--- src/rtl/pmbus_status_cal_regs.vh ---
// Purpose: Command codes, field positions and reset values for the status and calibration bank
// Assumes: Included by the bank and by cal_word_reg
// Notes: Definitions only
`ifndef PMBUS_STATUS_CAL_REGS_VH
`define PMBUS_STATUS_CAL_REGS_VH

// ============================================================
// Command codes
`define CMD_SUMMARY_STATUS 8'h79
`define CMD_VOUT_STATUS 8'h7a
`define CMD_IOUT_STATUS 8'h7b
`define CMD_INPUT_STATUS 8'h7c
`define CMD_TEMP_STATUS 8'h7d
`define CMD_COMM_STATUS 8'h7e
`define CMD_MEAS_VIN 8'h88
`define CMD_MEAS_VOUT 8'h8b
`define CMD_MEAS_IOUT 8'h8c
`define CMD_MEAS_TEMP 8'h8d
`define CMD_IDENTITY 8'hd0
`define CMD_VOUT_GAIN 8'hd1
`define CMD_VOUT_OFFSET 8'hd2
`define CMD_VIN_GAIN 8'hd3

// ============================================================
// Status bit positions
`define BIT_OUTPUT_OVERVOLTAGE_FAULT 7
`define BIT_OVERCURRENT_FAULT 7
`define BIT_OVERCURRENT_WARNING 5
`define BIT_INPUT_OVERVOLTAGE_FAULT 7
`define BIT_INPUT_UNDERVOLTAGE_FAULT 4
`define BIT_UNIT_OFF_LOW_VIN 3
`define BIT_OVERTEMPERATURE_FAULT 7
`define BIT_OVERTEMPERATURE_WARNING 6
`define BIT_INVALID_CMD 7
`define BIT_INVALID_DATA 6
`define BIT_PEC_FAILED 5

// Supported-bit masks
`define MASK_VOUT_STATUS 8'h80
`define MASK_IOUT_STATUS 8'ha0
`define MASK_INPUT_STATUS 8'h98
`define MASK_TEMP_STATUS 8'hc0
`define MASK_COMM_STATUS 8'he0

// Summary low byte positions
`define SUM_UNIT_OFF 6
`define SUM_VOUT_OV 5
`define SUM_IOUT_OC 4
`define SUM_VIN_UV 3
`define SUM_TEMP 2
`define SUM_COMM 1

// ============================================================
// Identity and write protect
`define ID_PROTECT_BIT 1
`define ID_NAME_LSB 2
`define ID_PROTECT_RESET 1'b1

// ============================================================
// Calibration
`define GAIN_RESET 16'h2000
`define GAIN_MIN 16'h1999
`define GAIN_MAX 16'h2666
`define VOUT_OFFSET_EXP 5'h14
`define VOUT_OFFSET_RESET 16'ha000
`define LIN_EXP_MSB 15
`define LIN_EXP_LSB 11

`endif

--- src/rtl/cal_word_reg.v ---
// Purpose: Calibration word with range or exponent check and write lockout
// Assumes: Write strobe is one cycle on CORE_CLK
// Notes: Rejected writes leave the word unchanged
`timescale 1ns/1ps
`include "pmbus_status_cal_regs.vh"
`default_nettype none
module cal_word_reg #(
  parameter [15:0] RESET = `GAIN_RESET,
  parameter CHECK_EXP = 0,
  parameter [4:0] EXP = `VOUT_OFFSET_EXP,
  parameter [15:0] MIN = `GAIN_MIN,
  parameter [15:0] MAX = `GAIN_MAX
) (
  input wire clk,
  input wire rst_n,
  input wire wr_en,
  input wire [15:0] wr_data,
  input wire protect,
  output reg [15:0] q,
  output wire reject
);
  wire bad_value;

  assign bad_value = (CHECK_EXP != 0) ? (wr_data[`LIN_EXP_MSB:`LIN_EXP_LSB] != EXP)
                                      : ((wr_data < MIN) || (wr_data > MAX));
  assign reject = wr_en && (bad_value || protect);

  always @(posedge clk or negedge rst_n) begin
    if (!rst_n) begin
      q <= RESET;
    end else if (wr_en && !reject) begin
      q <= wr_data;
    end
  end
endmodule // cal_word_reg
`default_nettype wire

--- src/rtl/pmbus_status_cal_bank.v ---
// Purpose: Status, telemetry, identity and calibration command bank of the management interface
// Assumes: A transaction engine on CORE_CLK presents decoded command code, strobes and data
// Notes: Fault conditions arrive from the power stage and are synchronised here
`timescale 1ns/1ps
`include "pmbus_status_cal_regs.vh"
`default_nettype none
module pmbus_status_cal_bank #(
  parameter [5:0] MODULE_NAME = 6'h21  // Arbitrary designation, top bit set
) (
  input wire CORE_CLK,
  input wire NRST,
  // Command port
  input wire [7:0] CMD_CODE,
  input wire WR_STB,
  input wire [15:0] WR_DATA,
  input wire RD_STB,
  input wire PEC_ERR,
  output reg [15:0] RD_DATA,
  output reg RD_VALID,
  output reg WR_DONE,
  output reg WR_REJECT,
  // Fault conditions from the power stage
  input wire VOUT_OV_IN,
  input wire OVERCURRENT_FAULT_IN,
  input wire OVERCURRENT_WARNING_IN,
  input wire VIN_OV_IN,
  input wire VIN_UV_IN,
  input wire UNIT_OFF_LOW_VIN_IN,
  input wire OVERTEMPERATURE_FAULT_IN,
  input wire OVERTEMPERATURE_WARNING_IN,
  // Telemetry from the conversion logic
  input wire [15:0] VIN_MEAS,
  input wire [15:0] VOUT_MEAS,
  input wire [15:0] IOUT_MEAS,
  input wire [15:0] TEMP_MEAS,
  // Stored factors and state
  output reg [15:0] VOUT_GAIN,
  output reg [15:0] VOUT_OFFSET,
  output reg [15:0] VIN_GAIN,
  output reg WRITE_PROTECT,
  output reg [7:0] SUMMARY_LOW
);
  localparam NUM_FAULTS = 8;
  // Positions of the fault levels in the synchroniser
  localparam FLT_VOUT_OV = 0;
  localparam FLT_IOUT_OC = 1;
  localparam FLT_IOUT_WARN = 2;
  localparam FLT_VIN_OV = 3;
  localparam FLT_VIN_UV = 4;
  localparam FLT_UNIT_OFF = 5;
  localparam FLT_TEMP_FAULT = 6;
  localparam FLT_TEMP_WARN = 7;

  // ============================================================
  // Command decode
  function is_known;
    input [7:0] code;
    begin
      case (code)
        `CMD_SUMMARY_STATUS, `CMD_VOUT_STATUS, `CMD_IOUT_STATUS, `CMD_INPUT_STATUS,
        `CMD_TEMP_STATUS, `CMD_COMM_STATUS, `CMD_MEAS_VIN, `CMD_MEAS_VOUT,
        `CMD_MEAS_IOUT, `CMD_MEAS_TEMP, `CMD_IDENTITY, `CMD_VOUT_GAIN,
        `CMD_VOUT_OFFSET, `CMD_VIN_GAIN: is_known = 1'b1;
        default: is_known = 1'b0;
      endcase
    end
  endfunction

  function is_read_only;
    input [7:0] code;
    begin
      case (code)
        `CMD_SUMMARY_STATUS, `CMD_MEAS_VIN, `CMD_MEAS_VOUT,
        `CMD_MEAS_IOUT, `CMD_MEAS_TEMP: is_read_only = 1'b1;
        default: is_read_only = 1'b0;
      endcase
    end
  endfunction

  // ============================================================
  // Fault input synchronisers
  wire [NUM_FAULTS-1:0] fault_raw;
  reg [NUM_FAULTS-1:0] fault_meta_q;
  reg [NUM_FAULTS-1:0] fault_q;

  assign fault_raw = {OVERTEMPERATURE_WARNING_IN, OVERTEMPERATURE_FAULT_IN, UNIT_OFF_LOW_VIN_IN, VIN_UV_IN,
                      VIN_OV_IN, OVERCURRENT_WARNING_IN, OVERCURRENT_FAULT_IN, VOUT_OV_IN};

  genvar g;
  generate
    for (g = 0; g < NUM_FAULTS; g = g + 1) begin : g_sync
      always @(posedge CORE_CLK or negedge NRST) begin
        if (!NRST) begin
          fault_meta_q[g] <= 1'b0;
          fault_q[g] <= 1'b0;
        end else begin
          fault_meta_q[g] <= fault_raw[g];
          fault_q[g] <= fault_meta_q[g];
        end
      end
    end
  endgenerate

  // ============================================================
  // Status bytes
  wire wr_known;
  wire wr_cmd_bad;
  reg [7:0] vout_set;
  reg [7:0] iout_set;
  reg [7:0] input_set;
  reg [7:0] temp_set;
  reg [7:0] comm_set;
  wire [7:0] vout_status;
  wire [7:0] iout_status;
  wire [7:0] input_status;
  wire [7:0] temp_status;
  wire [7:0] comm_status;
  wire cal_reject;

  assign wr_known = WR_STB && is_known(CMD_CODE) && !is_read_only(CMD_CODE);
  assign wr_cmd_bad = WR_STB && !wr_known;

  // ============================================================
  // Fault levels into set requests
  always @* begin
    vout_set = 8'h00;
    vout_set[`BIT_OUTPUT_OVERVOLTAGE_FAULT] = fault_q[FLT_VOUT_OV];
  end

  always @* begin
    iout_set = 8'h00;
    iout_set[`BIT_OVERCURRENT_FAULT] = fault_q[FLT_IOUT_OC];
    iout_set[`BIT_OVERCURRENT_WARNING] = fault_q[FLT_IOUT_WARN];
  end

  always @* begin
    input_set = 8'h00;
    input_set[`BIT_INPUT_OVERVOLTAGE_FAULT] = fault_q[FLT_VIN_OV];
    input_set[`BIT_INPUT_UNDERVOLTAGE_FAULT] = fault_q[FLT_VIN_UV];
    input_set[`BIT_UNIT_OFF_LOW_VIN] = fault_q[FLT_UNIT_OFF];
  end

  always @* begin
    temp_set = 8'h00;
    temp_set[`BIT_OVERTEMPERATURE_FAULT] = fault_q[FLT_TEMP_FAULT];
    temp_set[`BIT_OVERTEMPERATURE_WARNING] = fault_q[FLT_TEMP_WARN];
  end

  // Command faults for the communication byte
  always @* begin
    comm_set = 8'h00;
    comm_set[`BIT_INVALID_CMD] = wr_cmd_bad || (RD_STB && !is_known(CMD_CODE));
    comm_set[`BIT_INVALID_DATA] = cal_reject;
    comm_set[`BIT_PEC_FAILED] = PEC_ERR;
  end

  sticky_status_byte #(.MASK(`MASK_VOUT_STATUS)) u_vout_status (
    .clk(CORE_CLK),
    .rst_n(NRST),
    .set(vout_set),
    .clr_en(WR_STB && (CMD_CODE == `CMD_VOUT_STATUS)),
    .clr(WR_DATA[7:0]),
    .q(vout_status)
  );

  sticky_status_byte #(.MASK(`MASK_IOUT_STATUS)) u_iout_status (
    .clk(CORE_CLK),
    .rst_n(NRST),
    .set(iout_set),
    .clr_en(WR_STB && (CMD_CODE == `CMD_IOUT_STATUS)),
    .clr(WR_DATA[7:0]),
    .q(iout_status)
  );

  sticky_status_byte #(.MASK(`MASK_INPUT_STATUS)) u_input_status (
    .clk(CORE_CLK),
    .rst_n(NRST),
    .set(input_set),
    .clr_en(WR_STB && (CMD_CODE == `CMD_INPUT_STATUS)),
    .clr(WR_DATA[7:0]),
    .q(input_status)
  );

  sticky_status_byte #(.MASK(`MASK_TEMP_STATUS)) u_temp_status (
    .clk(CORE_CLK),
    .rst_n(NRST),
    .set(temp_set),
    .clr_en(WR_STB && (CMD_CODE == `CMD_TEMP_STATUS)),
    .clr(WR_DATA[7:0]),
    .q(temp_status)
  );

  sticky_status_byte #(.MASK(`MASK_COMM_STATUS)) u_comm_status (
    .clk(CORE_CLK),
    .rst_n(NRST),
    .set(comm_set),
    .clr_en(WR_STB && (CMD_CODE == `CMD_COMM_STATUS)),
    .clr(WR_DATA[7:0]),
    .q(comm_status)
  );

  // ============================================================
  // Identity and write protect
  reg protect_q;
  reg [15:0] identity_word;

  always @(posedge CORE_CLK or negedge NRST) begin
    if (!NRST) begin
      protect_q <= `ID_PROTECT_RESET;
    end else if (WR_STB && (CMD_CODE == `CMD_IDENTITY)) begin
      protect_q <= WR_DATA[`ID_PROTECT_BIT];
    end
  end

  // Designation is fixed; its top bit is forced high
  always @* begin
    identity_word = 16'h0000;
    identity_word[`ID_NAME_LSB +: 6] = {1'b1, MODULE_NAME[4:0]};
    identity_word[`ID_PROTECT_BIT] = protect_q;
  end

  // ============================================================
  // Calibration words
  wire [15:0] vout_gain_w;
  wire [15:0] vout_offset_w;
  wire [15:0] vin_gain_w;
  wire rej_vout_gain;
  wire rej_vout_offset;
  wire rej_vin_gain;

  assign cal_reject = rej_vout_gain || rej_vout_offset || rej_vin_gain;

  cal_word_reg #(.RESET(`GAIN_RESET), .CHECK_EXP(0)) u_vout_gain (
    .clk(CORE_CLK),
    .rst_n(NRST),
    .wr_en(WR_STB && (CMD_CODE == `CMD_VOUT_GAIN)),
    .wr_data(WR_DATA),
    .protect(protect_q),
    .q(vout_gain_w),
    .reject(rej_vout_gain)
  );

  cal_word_reg #(.RESET(`VOUT_OFFSET_RESET), .CHECK_EXP(1), .EXP(`VOUT_OFFSET_EXP)) u_vout_offset (
    .clk(CORE_CLK),
    .rst_n(NRST),
    .wr_en(WR_STB && (CMD_CODE == `CMD_VOUT_OFFSET)),
    .wr_data(WR_DATA),
    .protect(protect_q),
    .q(vout_offset_w),
    .reject(rej_vout_offset)
  );

  cal_word_reg #(.RESET(`GAIN_RESET), .CHECK_EXP(0)) u_vin_gain (
    .clk(CORE_CLK),
    .rst_n(NRST),
    .wr_en(WR_STB && (CMD_CODE == `CMD_VIN_GAIN)),
    .wr_data(WR_DATA),
    .protect(protect_q),
    .q(vin_gain_w),
    .reject(rej_vin_gain)
  );

  // ============================================================
  // Summary low byte
  reg [7:0] summary_d;

  always @* begin
    summary_d = 8'h00;
    summary_d[`SUM_UNIT_OFF] = input_status[`BIT_UNIT_OFF_LOW_VIN];
    summary_d[`SUM_VOUT_OV] = vout_status[`BIT_OUTPUT_OVERVOLTAGE_FAULT];
    summary_d[`SUM_IOUT_OC] = iout_status[`BIT_OVERCURRENT_FAULT];
    summary_d[`SUM_VIN_UV] = input_status[`BIT_INPUT_UNDERVOLTAGE_FAULT];
    summary_d[`SUM_TEMP] = |temp_status;
    summary_d[`SUM_COMM] = |comm_status;
  end

  // ============================================================
  // Read mux
  reg [15:0] rd_d;

  always @* begin
    case (CMD_CODE)
      `CMD_SUMMARY_STATUS: rd_d = {8'h00, summary_d};
      `CMD_VOUT_STATUS: rd_d = {8'h00, vout_status};
      `CMD_IOUT_STATUS: rd_d = {8'h00, iout_status};
      `CMD_INPUT_STATUS: rd_d = {8'h00, input_status};
      `CMD_TEMP_STATUS: rd_d = {8'h00, temp_status};
      `CMD_COMM_STATUS: rd_d = {8'h00, comm_status};
      `CMD_MEAS_VIN: rd_d = VIN_MEAS;
      `CMD_MEAS_VOUT: rd_d = VOUT_MEAS;
      `CMD_MEAS_IOUT: rd_d = IOUT_MEAS;
      `CMD_MEAS_TEMP: rd_d = TEMP_MEAS;
      `CMD_IDENTITY: rd_d = identity_word;
      `CMD_VOUT_GAIN: rd_d = vout_gain_w;
      `CMD_VOUT_OFFSET: rd_d = vout_offset_w;
      `CMD_VIN_GAIN: rd_d = vin_gain_w;
      default: rd_d = 16'h0000;
    endcase
  end

  // ============================================================
  // Registered outputs
  always @(posedge CORE_CLK or negedge NRST) begin
    if (!NRST) begin
      RD_DATA <= 16'h0000;
      RD_VALID <= 1'b0;
      WR_DONE <= 1'b0;
      WR_REJECT <= 1'b0;
      VOUT_GAIN <= `GAIN_RESET;
      VOUT_OFFSET <= `VOUT_OFFSET_RESET;
      VIN_GAIN <= `GAIN_RESET;
      WRITE_PROTECT <= `ID_PROTECT_RESET;
      SUMMARY_LOW <= 8'h00;
    end else begin
      if (RD_STB) begin
        RD_DATA <= rd_d;
      end
      RD_VALID <= RD_STB;
      WR_DONE <= WR_STB && wr_known && !cal_reject;
      WR_REJECT <= wr_cmd_bad || cal_reject;
      // Stored copies follow the calibration words, protect bit and summary byte
      VOUT_GAIN <= vout_gain_w;
      VOUT_OFFSET <= vout_offset_w;
      VIN_GAIN <= vin_gain_w;
      WRITE_PROTECT <= protect_q;
      SUMMARY_LOW <= summary_d;
    end
  end
endmodule // pmbus_status_cal_bank
`default_nettype wire

--- src/rtl/sticky_status_byte.v ---
// Purpose: One status byte with sticky flags cleared by writing ones
// Assumes: Set and clear arrive on CORE_CLK
// Notes: Unsupported bits stay zero through MASK
`timescale 1ns/1ps
`default_nettype none
module sticky_status_byte #(
  parameter [7:0] MASK = 8'hff
) (
  input wire clk,
  input wire rst_n,
  input wire [7:0] set,
  input wire clr_en,
  input wire [7:0] clr,
  output reg [7:0] q
);
  wire [7:0] keep;
  wire [7:0] flags_d;

  // A set in the same cycle as its clear survives
  assign keep = clr_en ? (q & ~clr) : q;
  assign flags_d = (keep | set) & MASK;

  always @(posedge clk or negedge rst_n) begin
    if (!rst_n) begin
      q <= 8'h00;
    end else begin
      q <= flags_d;
    end
  end
endmodule // sticky_status_byte
`default_nettype wire

--- config.mk ---
export PLATFORM = sky130hd
export DESIGN_NAME = pmbus_status_cal_bank
export DESIGN_NICKNAME = d
export VERILOG_FILES = /design/src/rtl/cal_word_reg.v /design/src/rtl/pmbus_status_cal_bank.v /design/src/rtl/sticky_status_byte.v
export VERILOG_INCLUDE_DIRS = /design/src /design/src/rtl
export SDC_FILE = /design/constraint.sdc
export NUM_CORES = 1
export LEC_CHECK = 0
export BUFFER_PORTS_ARGS = -buffer_cell sky130_fd_sc_hd__buf_2
export CELL_PAD_IN_SITES_DETAIL_PLACEMENT = 1
export CELL_PAD_IN_SITES_GLOBAL_PLACEMENT = 1
export CORE_ASPECT_RATIO = 0.6
export CORE_MARGIN = 5
export CORE_UTILIZATION = 41
export DETAILED_ROUTE_END_ITERATION = 10
export PLACE_DENSITY_LB_ADDON = 0.08
export SYNTH_ARGS = -nofsm -noshare
export SYNTH_HDL_FRONTEND = slang
export SYNTH_SLANG_ARGS = --single-unit
export TNS_END_PERCENT = 100
--- constraint.sdc ---
create_clock -name CORE_CLK -period 1.91 [get_ports CORE_CLK]
set_input_delay 0.2865 -clock CORE_CLK [delete_from_list [all_inputs] [get_ports CORE_CLK]]
set_output_delay 0.2865 -clock CORE_CLK [all_outputs]
set_load 0.005 [all_outputs]
Yosys cells after proc, flatten, opt, wreduce, memory -nomap -nowiden
Cells that the tools add are included.
{"block": "word_totals", "reg_bits": 150, "inputBits": 101}
{"block": "op_classes", "order_cmp": 2, "n_eq_ne": 15, "n_mux": 8, "bitwise": 11, "reduce_logical": 39}
{"operator": "16-bit case mux with 14 select lines", "n": 1}
{"operator": "8-bit == test (second input constant)", "n": 8}
{"operator": "8-bit by 7-bit == test with 1-bit output (second input constant)", "n": 6}
{"operator": "8-bit AND", "n": 5}
{"operator": "8-bit two-way mux", "n": 5}
{"operator": "8-bit OR", "n": 5}
{"operator": "1-bit logical AND", "n": 21}
{"operator": "16-bit by 14-bit > comparator with 1-bit output (second input constant)", "n": 1}
{"operator": "16-bit by 13-bit < comparator with 1-bit output (second input constant)", "n": 1}
{"operator": "14-bit OR reduction", "n": 1}
{"operator": "8-bit NOT", "n": 1}
{"operator": "1-bit logical NOT", "n": 7}
{"operator": "1-bit logical OR", "n": 7}
{"operator": "5-bit != test (second input constant)", "n": 1}
{"operator": "5-bit OR reduction", "n": 1}
{"operator": "3-bit OR reduction", "n": 1}
{"operator": "1-bit two-way mux", "n": 2}
{"operator": "2-bit OR reduction", "n": 1}

Depth between registers and ports, before layout
Gate-level depths: netlist of the first run.
{"block": "logic_depth", "depth_word": 9, "ltp_mapped": 8, "ltp_nobuf": 6}

Hierarchy
From an unflattened synthesis of the first run, not the netlist that was laid out.
{"block": "hier_totals", "cells_unflattened": 607, "area_unflattened_um2": 7065.5}
{"module": "pmbus_status_cal_bank", "n_inst": 1, "cells_each": 387, "area_per_inst_um2": 4296.6, "seq_area_each_um2": 2284.7}
{"module": "cal_word_reg at u_vin_gain ...", "n_inst": 2, "cells_each": 57, "area_per_inst_um2": 755.7, "seq_area_each_um2": 401.6}
{"module": "cal_word_reg at u_vout_offset", "n_inst": 1, "cells_each": 39, "area_per_inst_um2": 621.8, "seq_area_each_um2": 402.9}
{"module": "sticky_status_byte at u_comm_status ...", "n_inst": 2, "cells_each": 15, "area_per_inst_um2": 150.1, "seq_area_each_um2": 75.1}
{"module": "sticky_status_byte at u_iout_status ...", "n_inst": 2, "cells_each": 13, "area_per_inst_um2": 121.4, "seq_area_each_um2": 50.0}
{"module": "sticky_status_byte at u_vout_status", "n_inst": 1, "cells_each": 11, "area_per_inst_um2": 92.6, "seq_area_each_um2": 25.0}

Worst setup path after synthesis of the first run
OpenSTA, ideal clock, no wires.
{"block": "synth_timing", "path_type": "input to register", "from": "input WR_DATA[12]", "to": "register u_vin_gain.q[10]", "setup_ns": 0.125, "arrival_ns": 2.058, "required_time_ns": 1.785, "setup_slack_ns": -0.272, "path_stages": 6, "path_cell_list": "or3b_4 nor4_4 a31oi_4 nor4_4 buf_6 mux2_2"}
{"block": "synth_between", "elab_chain_cells": 6, "word_cells_on_any_way": 7}
{"element": "from (decl)", "line": "pmbus_status_cal_bank.v:15", "source": "input wire [15:0] WR_DATA,"}
{"element": "16-bit by 13-bit < comparator with 1-bit output or 16-bit by 14-bit > comparator with 1-bit output (tied branches)", "line": "cal_word_reg.v:25", "source": ": ((wr_data < MIN) || (wr_data > MAX));"}
{"element": "1-bit logical OR (*)"}
{"element": "1-bit logical OR (*)", "line": "cal_word_reg.v:26", "source": "assign reject = wr_en && (bad_value || protect);"}
{"element": "1-bit logical AND (*)", "line": "cal_word_reg.v:26"}
{"element": "1-bit logical NOT (*)", "line": "cal_word_reg.v:31", "source": "end else if (wr_en && !reject) begin"}
{"element": "1-bit logical AND (*)", "line": "cal_word_reg.v:31"}
{"element": "to (signal assigned)", "line": "cal_word_reg.v:32", "source": "q <= wr_data;"}
{"element": "to (decl)", "line": "cal_word_reg.v:19", "source": "output reg [15:0] q,"}
Every way passes the cells marked *; elsewhere a longest branch is shown, timed or not.
A chain may end at the register's enable or synchronous reset.

Worst setup path in the final report of the first run
{"block": "layout_timing", "from": "input WR_DATA[12]", "to": "register u_vout_gain.q[7]"}
{"block": "layout_between", "elab_chain_cells": 6, "word_cells_on_any_way": 7}
{"element": "16-bit by 13-bit < comparator with 1-bit output or 16-bit by 14-bit > comparator with 1-bit output (tied branches)", "line": "cal_word_reg.v:25"}
{"element": "1-bit logical OR (*)"}
{"element": "1-bit logical OR (*)", "line": "cal_word_reg.v:26"}
{"element": "1-bit logical AND (*)", "line": "cal_word_reg.v:26"}
{"element": "1-bit logical NOT (*)", "line": "cal_word_reg.v:31"}
{"element": "1-bit logical AND (*)", "line": "cal_word_reg.v:31"}
{"element": "to (signal assigned)", "line": "cal_word_reg.v:32"}
{"element": "to (decl)", "line": "cal_word_reg.v:19"}
Marks and branches as above.

==> reports/metrics.cfg, run 1 <==
[synthesis]
ys_ff_latch=150
syn_inst=485
yosys_warnings=0
synthSimpleGateAreaFrac_pct=11.6
synth_fa_ha_area_share_pct=0
synth.area.mux_share_pct=9.97
async_reset_ff_share_pct=100
synthXorXnorAreaFrac_pct=0
avgSynthCellArea_um2=12.6
yosys_most_used_dff=dfrtp_1
ys_types=59
synthTopCellsByArea=dfrtp_1, mux2_2, dfstp_2
synth_area_um2=6100
synth_top_area_cell=dfrtp_1
yosysSeqAreaShare_pct=61.7
synth_compound_area_share_pct=13.9
synth_top_family_by_area=compound AO/OA/AOI/OAI gates
yosys.area.top_type_share_pct=57.4
synth-edff-count=0

[cts]
clk_latency_ns=0.42
cts_buffer_depth=2
cts_root_buf=clkbuf_16
cts_tree=done
cts.sinks=150
cts_buffers=17
cts_max_level=4
path_clk_slew_ns=0.07

[critical_path]
reg2reg_slack_ns=0.12
start_kind=primary input
crit_slowest_cell=or3b_4
reg2regPathDepth=7
worstPathRequired_ns=2.21
worstReg2RegEnd=RD_DATA[1]
crit_chain=buf_2, or3b_4, nor4_4, a31oi_4, nor4_4, buf_4, mux2_2
crit_top_cell=nor4_4
worstPathMaxFanout=6
cp_slowest_stage_delay_ns=0.41
arrival_ns=2.13
reg2reg_from=u_vout_offset.q[1]
endpoint_kind=register
critPathKind=primary input to register

[pwr]
p_leak_nw=4.22
ir_worst_vdd_uv=530
p_per_area_nw_per_um2=836

[placed_design]
port_buffers=174
dp_hpwl_um=17300
place_area_um2=7960
place_ws_ns=-0.415
gp_congestion=0.890
place_inst=937

[drt]
post_drt_wl_per_cell_um=23.8
postRouteAntennaNets=0
vias_per_cell=5.52
drtIter0Drc=420
totalWireLength_um=23300
drcViolationCount=0
via_count=5398
drt_first_pass_iters=5

[global_routing]
grt.total_usage_pct=26.8
grt_max_degree=49
grt_pass1_wl_um=35800
grt_overflow_total=0
grt_pass1_vias=5851
antenna_found_initial=1

[timing]
period_needed_ns=1.83
maxSlewHeadroom_pct=64.8
slew_violations=0
worst_slew_pin_slew_ns=0.521
setup_violations=0
finClkSkew_ns=0.0112
finalCritPeriodShare_pct=95.8
setup_ws_ns=0.0807
hold_violations=0
setup_tns_ns=0
maxClockFrequency_mhz=547

[min_path]
min_from=PEC_ERR
min_path_cells=2
hold_path.class=primary input to register
timing.hold.worst_endpoint=u_comm_status.q[5]

[layout]
antennaDiodeCount=0
area_delta_synth_final_pct=41.5
nets=868
final_util_pct=59.4
most-common-layout-cells=buf_2, dfrtp_1, buf_4
drive_gt1_share_pct=50.1
final_area_um2=8640
layout_commonest_cell=buf_2
layout.cells.non_filler=978

[die]
dieArea_um2=17500
die_h_um=105
start_util_pct=41.9
ioPinCount=177
core_area_um2=14500
row_count=34
die_w_um=167

[run_status]
outcome=completed

[run]
drv_cap=0

## per-layer routing
layer	global-route usage [%]	routed length [µm]
met5	0	13
met4	5.27	193
met3	6.53	1880
met2	40.0	10200
met1	40.1	10900
## repair_timing
| action | CTS | global route |
|---|---|---|
| hold endpoints to repair | 49 | 0 |
| setup buffers | 0 | 0 |
| gates resized for setup | 0 | 1 |
| setup endpoints to repair | 0 | 20 |
| hold buffers | 9 | 0 |
## through the flow
stage	total power [mW]	hold slack (ns)
floorplan	3.48	-0.00909
global placement	3.88	0.242
detailed placement	3.90	0.244
CTS	7.27	0.0445
global route	7.48	0.0506
finish	7.22	0.0565
## cell usage after synthesis (2+ instances only)
| master | n |
|---|---|
| o31ai_1 | 2 |
| o211ai_1 | 2 |
| dfrtp_1 | 140 |
| buf_1 | 3 |
| nor4b_1 | 2 |
| buf_4 | 2 |
| nor4_1 | 2 |
| nor2_1 | 28 |
| o21bai_1 | 2 |
| nor3_1 | 6 |
| nand2b_1 | 4 |
| buf_2 | 4 |
| a21oi_1 | 20 |
| o311ai_0 | 2 |
| a22o_1 | 3 |
| dfstp_2 | 10 |
| a21o_1 | 9 |
| mux2_2 | 54 |
| o22ai_1 | 10 |
| nand2_1 | 13 |
| or2_2 | 3 |
| a2111oi_0 | 2 |
| inv_1 | 9 |
| nor4_4 | 3 |
| nor2b_1 | 13 |
| nand4_1 | 9 |
| o21ai_0 | 13 |
| buf_6 | 2 |
| a32oi_1 | 5 |
| a31oi_1 | 9 |
| nand3_1 | 20 |
| nand3b_1 | 2 |
| and2_1 | 2 |
| a22oi_1 | 33 |
| and3_1 | 2 |
| clkbuf_1 | 17 |
## how the worst max path moves through the flow
| stage | from | slack, ns | to | depth (start not counted) |
|---|---|---|---|---|
| after floorplan | WR_DATA[12] | -0.27 | u_vin_gain.q[10] | 6 |
| after global placement | WR_DATA[12] | -0.34 | u_vout_gain.q[6] | 7 |
| after detailed placement | WR_DATA[12] | -0.42 | u_vin_gain.q[2] | 7 |
| after CTS | WR_DATA[12] | 0.01 | u_vout_gain.q[7] | 7 |
| after global routing | u_vout_offset.q[1] | -0.04 | RD_DATA[1] | 7 |
| final | WR_DATA[12] | 0.08 | u_vout_gain.q[7] | 7 |
## worst max-delay path: cells and delay by family
kind                   cells  cell delay (ns)
AO/OA/AOI/OAI              1             0.19
buffers and inverters      2             0.32
multiplexers               1             0.34
AND/OR/NAND/NOR            3             0.98
## logic make-up after synthesis
kind of cell | Yosys count
AO/OA/AOI/OAI | 122
buffers and inverters | 37
flip-flops | 150
multiplexers | 54
other | 1
AND/OR/NAND/NOR | 121
## registers in the layout, indices dropped and copies added, names as in the netlist
name,flops
fault_meta_q,8
VOUT_GAIN,16
u_vin_gain.q,16
u_temp_status.q,2
u_iout_status.q,2
u_input_status.q,3
RD_DATA,16
protect_q,1
WR_DONE,1
RD_VALID,1
u_vout_status.q,1
u_comm_status.q,3
u_vout_gain.q,16
VOUT_OFFSET,16
WRITE_PROTECT,1
SUMMARY_LOW,6
WR_REJECT,1
fault_q,8
VIN_GAIN,16
u_vout_offset.q,16
## where the power goes
part | switching [mW] | internal (mW) | total (mW)
combinational | 0.332 | 0.266 | 0.599
clock | 1.60 | 1.75 | 3.35
sequential | 0.0334 | 3.23 | 3.27
total | 1.96 | 5.25 | 7.22
## cell type report
type,count,area (µm²)
clock buffers,17,425
clock inverters,15,160
fillers,1575,5910
inverters,9,33.8
multi-input cells,299,2180
flip-flops and latches,150,3770
well taps,198,248
repair buffers,290,1820
No activity file was read; power rests on OpenSTA's default activity.
==> run 2, diff against run 1 <==
Settings changed: BUFFER_PORTS_ARGS -buffer_cell sky130_fd_sc_hd__buf_2 to -buffer_cell sky130_fd_sc_hd__buf_4, CORE_UTILIZATION 41 to 35.
==> reports/metrics.cfg, run 2 (synthesis gave the netlist of run 1 again) <==
[run_status]
outcome=completed

[run]
drv_cap=0  ; unchanged

[drt]
totalWireLength_um=22400  ; -3.7%
drcViolationCount=0  ; unchanged
drt_first_pass_iters=5  ; unchanged
vias_per_cell=5.19  ; -6.1%
post_drt_wl_per_cell_um=22.5  ; -5.7%
postRouteAntennaNets=0  ; unchanged
drtIter0Drc=399  ; -5.0%
via_count=5175  ; -4.1%

[timing]
maxClockFrequency_mhz=535  ; -2.2%
hold_violations=0  ; unchanged
worst_slew_pin_slew_ns=0.488  ; -0.0333 ns
maxSlewHeadroom_pct=66.6  ; +1.8 points
finalCritPeriodShare_pct=97.9  ; +2.2 points
period_needed_ns=1.87  ; +0.0414 ns
finalHoldWorstSlack_ns=0.0478  ; -0.00870 ns
setup_violations=0  ; unchanged
slew_violations=0  ; unchanged
finClkSkew_ns=0.00865  ; -0.00259 ns

[pwr]
pwr-share-seq_pct=45.2  ; about the same
power_switching_mw=1.81  ; -7.8%
p_comb_share_pct=8.9  ; +0.6 points
switching_share_pct=25.1  ; -2.2 points
p_per_area_nw_per_um2=801  ; -4.2%
power_mw=7.23  ; +0.18%
ir_worst_vdd_uv=522  ; -1.6%
p_int_mw=5.42  ; +3.2%
clkPwrFrac_pct=45.9  ; -0.5 points
p_leak_nw=4.25  ; +0.70%

[layout]
seqCellArea_um2=3770  ; unchanged
layout_commonest_cell=buf_4
area_delta_synth_final_pct=47.9
fillers=1810  ; +15%
antennaDiodeCount=0  ; unchanged
final_area_um2=9030  ; +4.5%
most-common-layout-cells=buf_4, dfrtp_1, mux2_2
drive_gt1_share_pct=49.5  ; -0.65 points
nets=852  ; -1.8%
multi_input_area_um2=2200  ; +0.69%

[global_routing]
grt_overflow_total=0  ; unchanged
grt_pass1_wl_um=34900  ; -2.3%
grt_max_degree=73  ; +49%
grt_pass1_vias=5645  ; -3.5%
antenna_found_initial=0  ; -1
grt.total_usage_pct=22.5  ; -4.3 points

[cts]
cts_max_level=4  ; unchanged
clk_latency_ns=0.43  ; about the same
cts_tree=done
cts_buffer_depth=2  ; unchanged
path_clk_slew_ns=0.07  ; about the same
cts_root_buf=clkbuf_16
cts_buffers=17  ; unchanged
cts.sinks=150  ; unchanged

[placed_design]
dp_hpwl_um=16900  ; -2.1%
port_buffers=174  ; unchanged
place_area_um2=8330  ; +4.7%
gp_congestion=0.918  ; +3.2%

[die]
dieArea_um2=20300  ; +16%
row_count=37  ; +8.8%
ioPinCount=177  ; unchanged
start_util_pct=35.6  ; -6.3 points
core_area_um2=17100  ; +18%
die_h_um=112  ; +7.4%
die_w_um=180  ; +7.7%

[critical_path]
cp_slowest_stage_delay_ns=0.42  ; about the same
worstPathRequired_ns=2.22  ; about the same
critPathKind=register to register
worstPathMaxFanout=8  ; +2
reg2regPathDepth=6  ; -1
arrival_ns=2.19  ; +0.06 ns
crit_family=simple AND/OR/NAND/NOR gates
endpoint_kind=register
critPathBufInv=2  ; unchanged
crit_chain=nor4b_1, buf_4, nand2_1, nor2_4, buf_12, mux2_2
cp.depth=6  ; -1
crit_slowest_cell=nor4b_1
start_kind=register

[min_path]
hold_path.class=primary input to register
min_path_cells=2  ; unchanged

## run 2: worst paths after layout
path,startpoint,to,slack (ns)
setup / recovery,protect_q,u_vout_offset.q[4],0.04
hold / removal,PEC_ERR,u_comm_status.q[5],0.05
setup reg to reg,protect_q,u_vout_offset.q[4],0.04
hold reg to reg,fault_meta_q[3],fault_q[3],0.35
max in group asynchronous,NRST,u_vout_offset.q[15],1.01
min in group asynchronous,NRST,VOUT_OFFSET[9],0.24
## run 2: final cells by class
cell class | count | area share, %
Tap cell | 234 | 3.24
Clock buffer | 18 | 4.86
Timing Repair Buffer | 274 | 23.9
Clock inverter | 14 | 1.55
Sequential cell | 150 | 41.7
Multi-Input combinational cell | 299 | 24.3
Inverter | 9 | 0.374
## run 2: metrics by stage
step | setup TNS [ns] | util, % | cells | worst slack, ns
after CTS | 0 | 52.7 | 997 | 0.0198
after global routing | -0.00512 | 52.7 | 998 | -0.00512
after detailed placement | -19.44 | 48.7 | 956 | -0.453
after global placement | -16.33 | 48.7 | 956 | -0.483
final | 0 | 52.7 | 998 | 0.0393
after floorplan | -6.29 | - | 486 | -0.272
## run 2: metal layers
layer  GRT usage [%]  wire (µm)
met4            5.49        204
met3            7.64       1830
met5               0          0
met1            33.5      10900
met2            31.5       9430
## run 2: timing repair
item	CTS	global route
hold endpoints to repair	52	0
setup buffers	0	1
hold buffers	9	0
gates resized for setup	4	1
pin swaps	1	0
setup endpoints to repair	28	20
## run 2: power groups by stage
| stage | combinational [mW] | sequential, mW | clock, mW |
|---|---|---|---|
| after global routing | 0.694 | 3.27 | 3.56 |
| after global placement | 0.605 | 3.32 | 0 |
| after CTS | 0.646 | 3.27 | 3.40 |
| after floorplan | 0.160 | 3.32 | 0 |
| after detailed placement | 0.621 | 3.33 | 0 |
| final | 0.641 | 3.27 | 3.32 |
==> run 3, diff against run 2 <==
Settings changed: SETUP_SLACK_MARGIN set to 0.1.
==> reports/metrics.cfg, run 3 (synthesis gave the netlist of run 1 again) <==
[run_status]
outcome=completed

[die]
die_w_um=180  ; unchanged
start_util_pct=35.6  ; unchanged
dieArea_um2=20300  ; unchanged
row_count=37  ; unchanged
die_h_um=112  ; unchanged
ioPinCount=177  ; unchanged
core_area_um2=17100  ; unchanged

[timing]
setup_violations=0  ; unchanged
slew_violations=0  ; unchanged
finalCritPeriodShare_pct=94.9  ; -3.0 points
period_needed_ns=1.81  ; -0.0575 ns
maxSlewHeadroom_pct=65.7  ; -0.91 points
hold_violations=0  ; unchanged
setup_tns_ns=0  ; unchanged
maxClockFrequency_mhz=552  ; +3.2%
rsz0062_at_grt=yes
worst_slew_pin_slew_ns=0.514  ; +0.0262 ns
finClkSkew_ns=0.0107  ; +0.00205 ns

[critical_path]
critPathBufInv=2  ; unchanged
arrival_ns=2.13  ; -0.06 ns
start_kind=primary input
critPathKind=primary input to register
reg2regPathDepth=6  ; unchanged
worstPathRequired_ns=2.22  ; about the same
cp.depth=7  ; +1
crit_top_cell=nor4_4
crit_family=simple AND/OR/NAND/NOR gates
cp_slowest_stage_delay_ns=0.41  ; about the same
crit_chain=buf_6, or3b_4, nor4_4, a31oi_4, nor4_4, buf_4, mux2_2
crit_slowest_cell=or3b_4
worstPathMaxFanout=5  ; -3
endpoint_kind=register

[drt]
vias_per_cell=5.23  ; +0.81%
totalWireLength_um=22700  ; +1.5%
via_count=5238  ; +1.2%
drt_first_pass_iters=5  ; unchanged
drcViolationCount=0  ; unchanged
post_drt_wl_per_cell_um=22.7  ; +1.1%
postRouteAntennaNets=0  ; unchanged
drtIter0Drc=348  ; -13%

[global_routing]
use_met2_pct=32.0  ; +0.53 points
grt_pass1_vias=5671  ; +0.46%
top_usage_layer=met1
grt_max_degree=56  ; -23%
use_met1_pct=33.7  ; +0.24 points
grt_pass1_wl_um=35200  ; +0.63%
grtUsageMet3_pct=6.96  ; -0.68 points
grt.total_usage_pct=22.6  ; +0.11 points
antenna_found_initial=0  ; unchanged
grt_overflow_total=0  ; unchanged

[min_path]
min_path_cells=2  ; unchanged
hold_path.class=primary input to register

[cts]
cts_tree=done
cts_buffers=17  ; unchanged
cts_max_level=4  ; unchanged
clk_latency_ns=0.43  ; about the same
path_clk_slew_ns=0.07  ; about the same
cts.sinks=150  ; unchanged
cts_buffer_depth=2  ; unchanged
cts_root_buf=clkbuf_16

[layout]
final_area_um2=9140  ; +1.2%
layout_commonest_cell=buf_4
area_delta_synth_final_pct=49.8
nets=856  ; +0.47%
drive_gt1_share_pct=50.5  ; +1.0 points
most-common-layout-cells=buf_4, dfrtp_1, mux2_2
antennaDiodeCount=0  ; unchanged

[placed_design]
dp_hpwl_um=17200  ; +1.7%
gp_congestion=0.874  ; -4.8%
place_area_um2=8390  ; +0.62%
port_buffers=174  ; unchanged

[run]
drv_cap=0  ; unchanged

[pwr]
power_mw=7.35  ; +1.7%
p_per_area_nw_per_um2=805  ; +0.46%
p_leak_nw=4.31  ; +1.3%
ir_worst_vdd_uv=598  ; +15%

## run 3: power breakdown
group          internal, mW  switching (mW)  leakage, nW
clock network          1.89            1.53        0.292
logic                 0.332           0.336         2.10
registers              3.24          0.0323         1.92
## run 3: cell type report
| type | count | area (µm²) |
|---|---|---|
| multi-input combinational | 299 | 2240 |
| tap | 234 | 293 |
| timing repair buffer | 278 | 2220 |
| clock buffer | 18 | 439 |
| sequential | 150 | 3770 |
| inverter | 9 | 33.8 |
| clock inverter | 14 | 156 |
| fill | 1818 | 7990 |
## run 3: routing by layer
| layer | part of all wire [%] | vias up |
|---|---|---|
| met3 | 6.8 | 23 |
| li1 | - | 2347 |
| met1 | 50 | 2662 |
| met2 | 42 | 206 |
| met4 | 1.1 | 0 |
| met5 | 0 | - |
## run 3: worst register-to-register path, cell delays in order, from the launching register on
cell     delay [ns]
dfstp_2        0.41
nor4b_1        0.34
buf_4          0.18
nand2_1        0.09
nor2_4         0.13
buf_4          0.15
mux2_2         0.33
## run 3: what timing repair did
item | CTS | global route
hold buffers | 9 | 0
setup endpoints to repair | 19 | 45
hold endpoints to repair | 52 | 0
cloned | 0 | 0
pin swaps | 1 | 2
setup buffers | 0 | 2
resized for setup | 1 | 13
## run 3: metrics by stage
step                setup slack [ns]  instances  hold slack [ns]  util, %
global placement              -0.353        959            0.276     49.0
CTS                           0.0799       1000           0.0168     53.0
detailed placement            -0.390        959            0.286     49.0
finish                        0.0969       1002           0.0338     53.4
floorplan                     -0.272        486         -0.00909        -
global route                  0.0403       1002           0.0203     53.4
## run 3: path summary, 6_finish.rpt
| path | start | slack [ns] | endpoint |
|---|---|---|---|
| min in group asynchronous | NRST | 0.39 | VIN_GAIN[9] |
| max reg2reg | protect_q | 0.17 | u_vout_offset.q[7] |
| max in group asynchronous | NRST | 0.85 | VOUT_OFFSET[15] |
| min reg2reg | fault_meta_q[5] | 0.35 | fault_q[5] |
| max | WR_DATA[12] | 0.1 | u_vin_gain.q[2] |
| min | PEC_ERR | 0.03 | u_comm_status.q[5] |
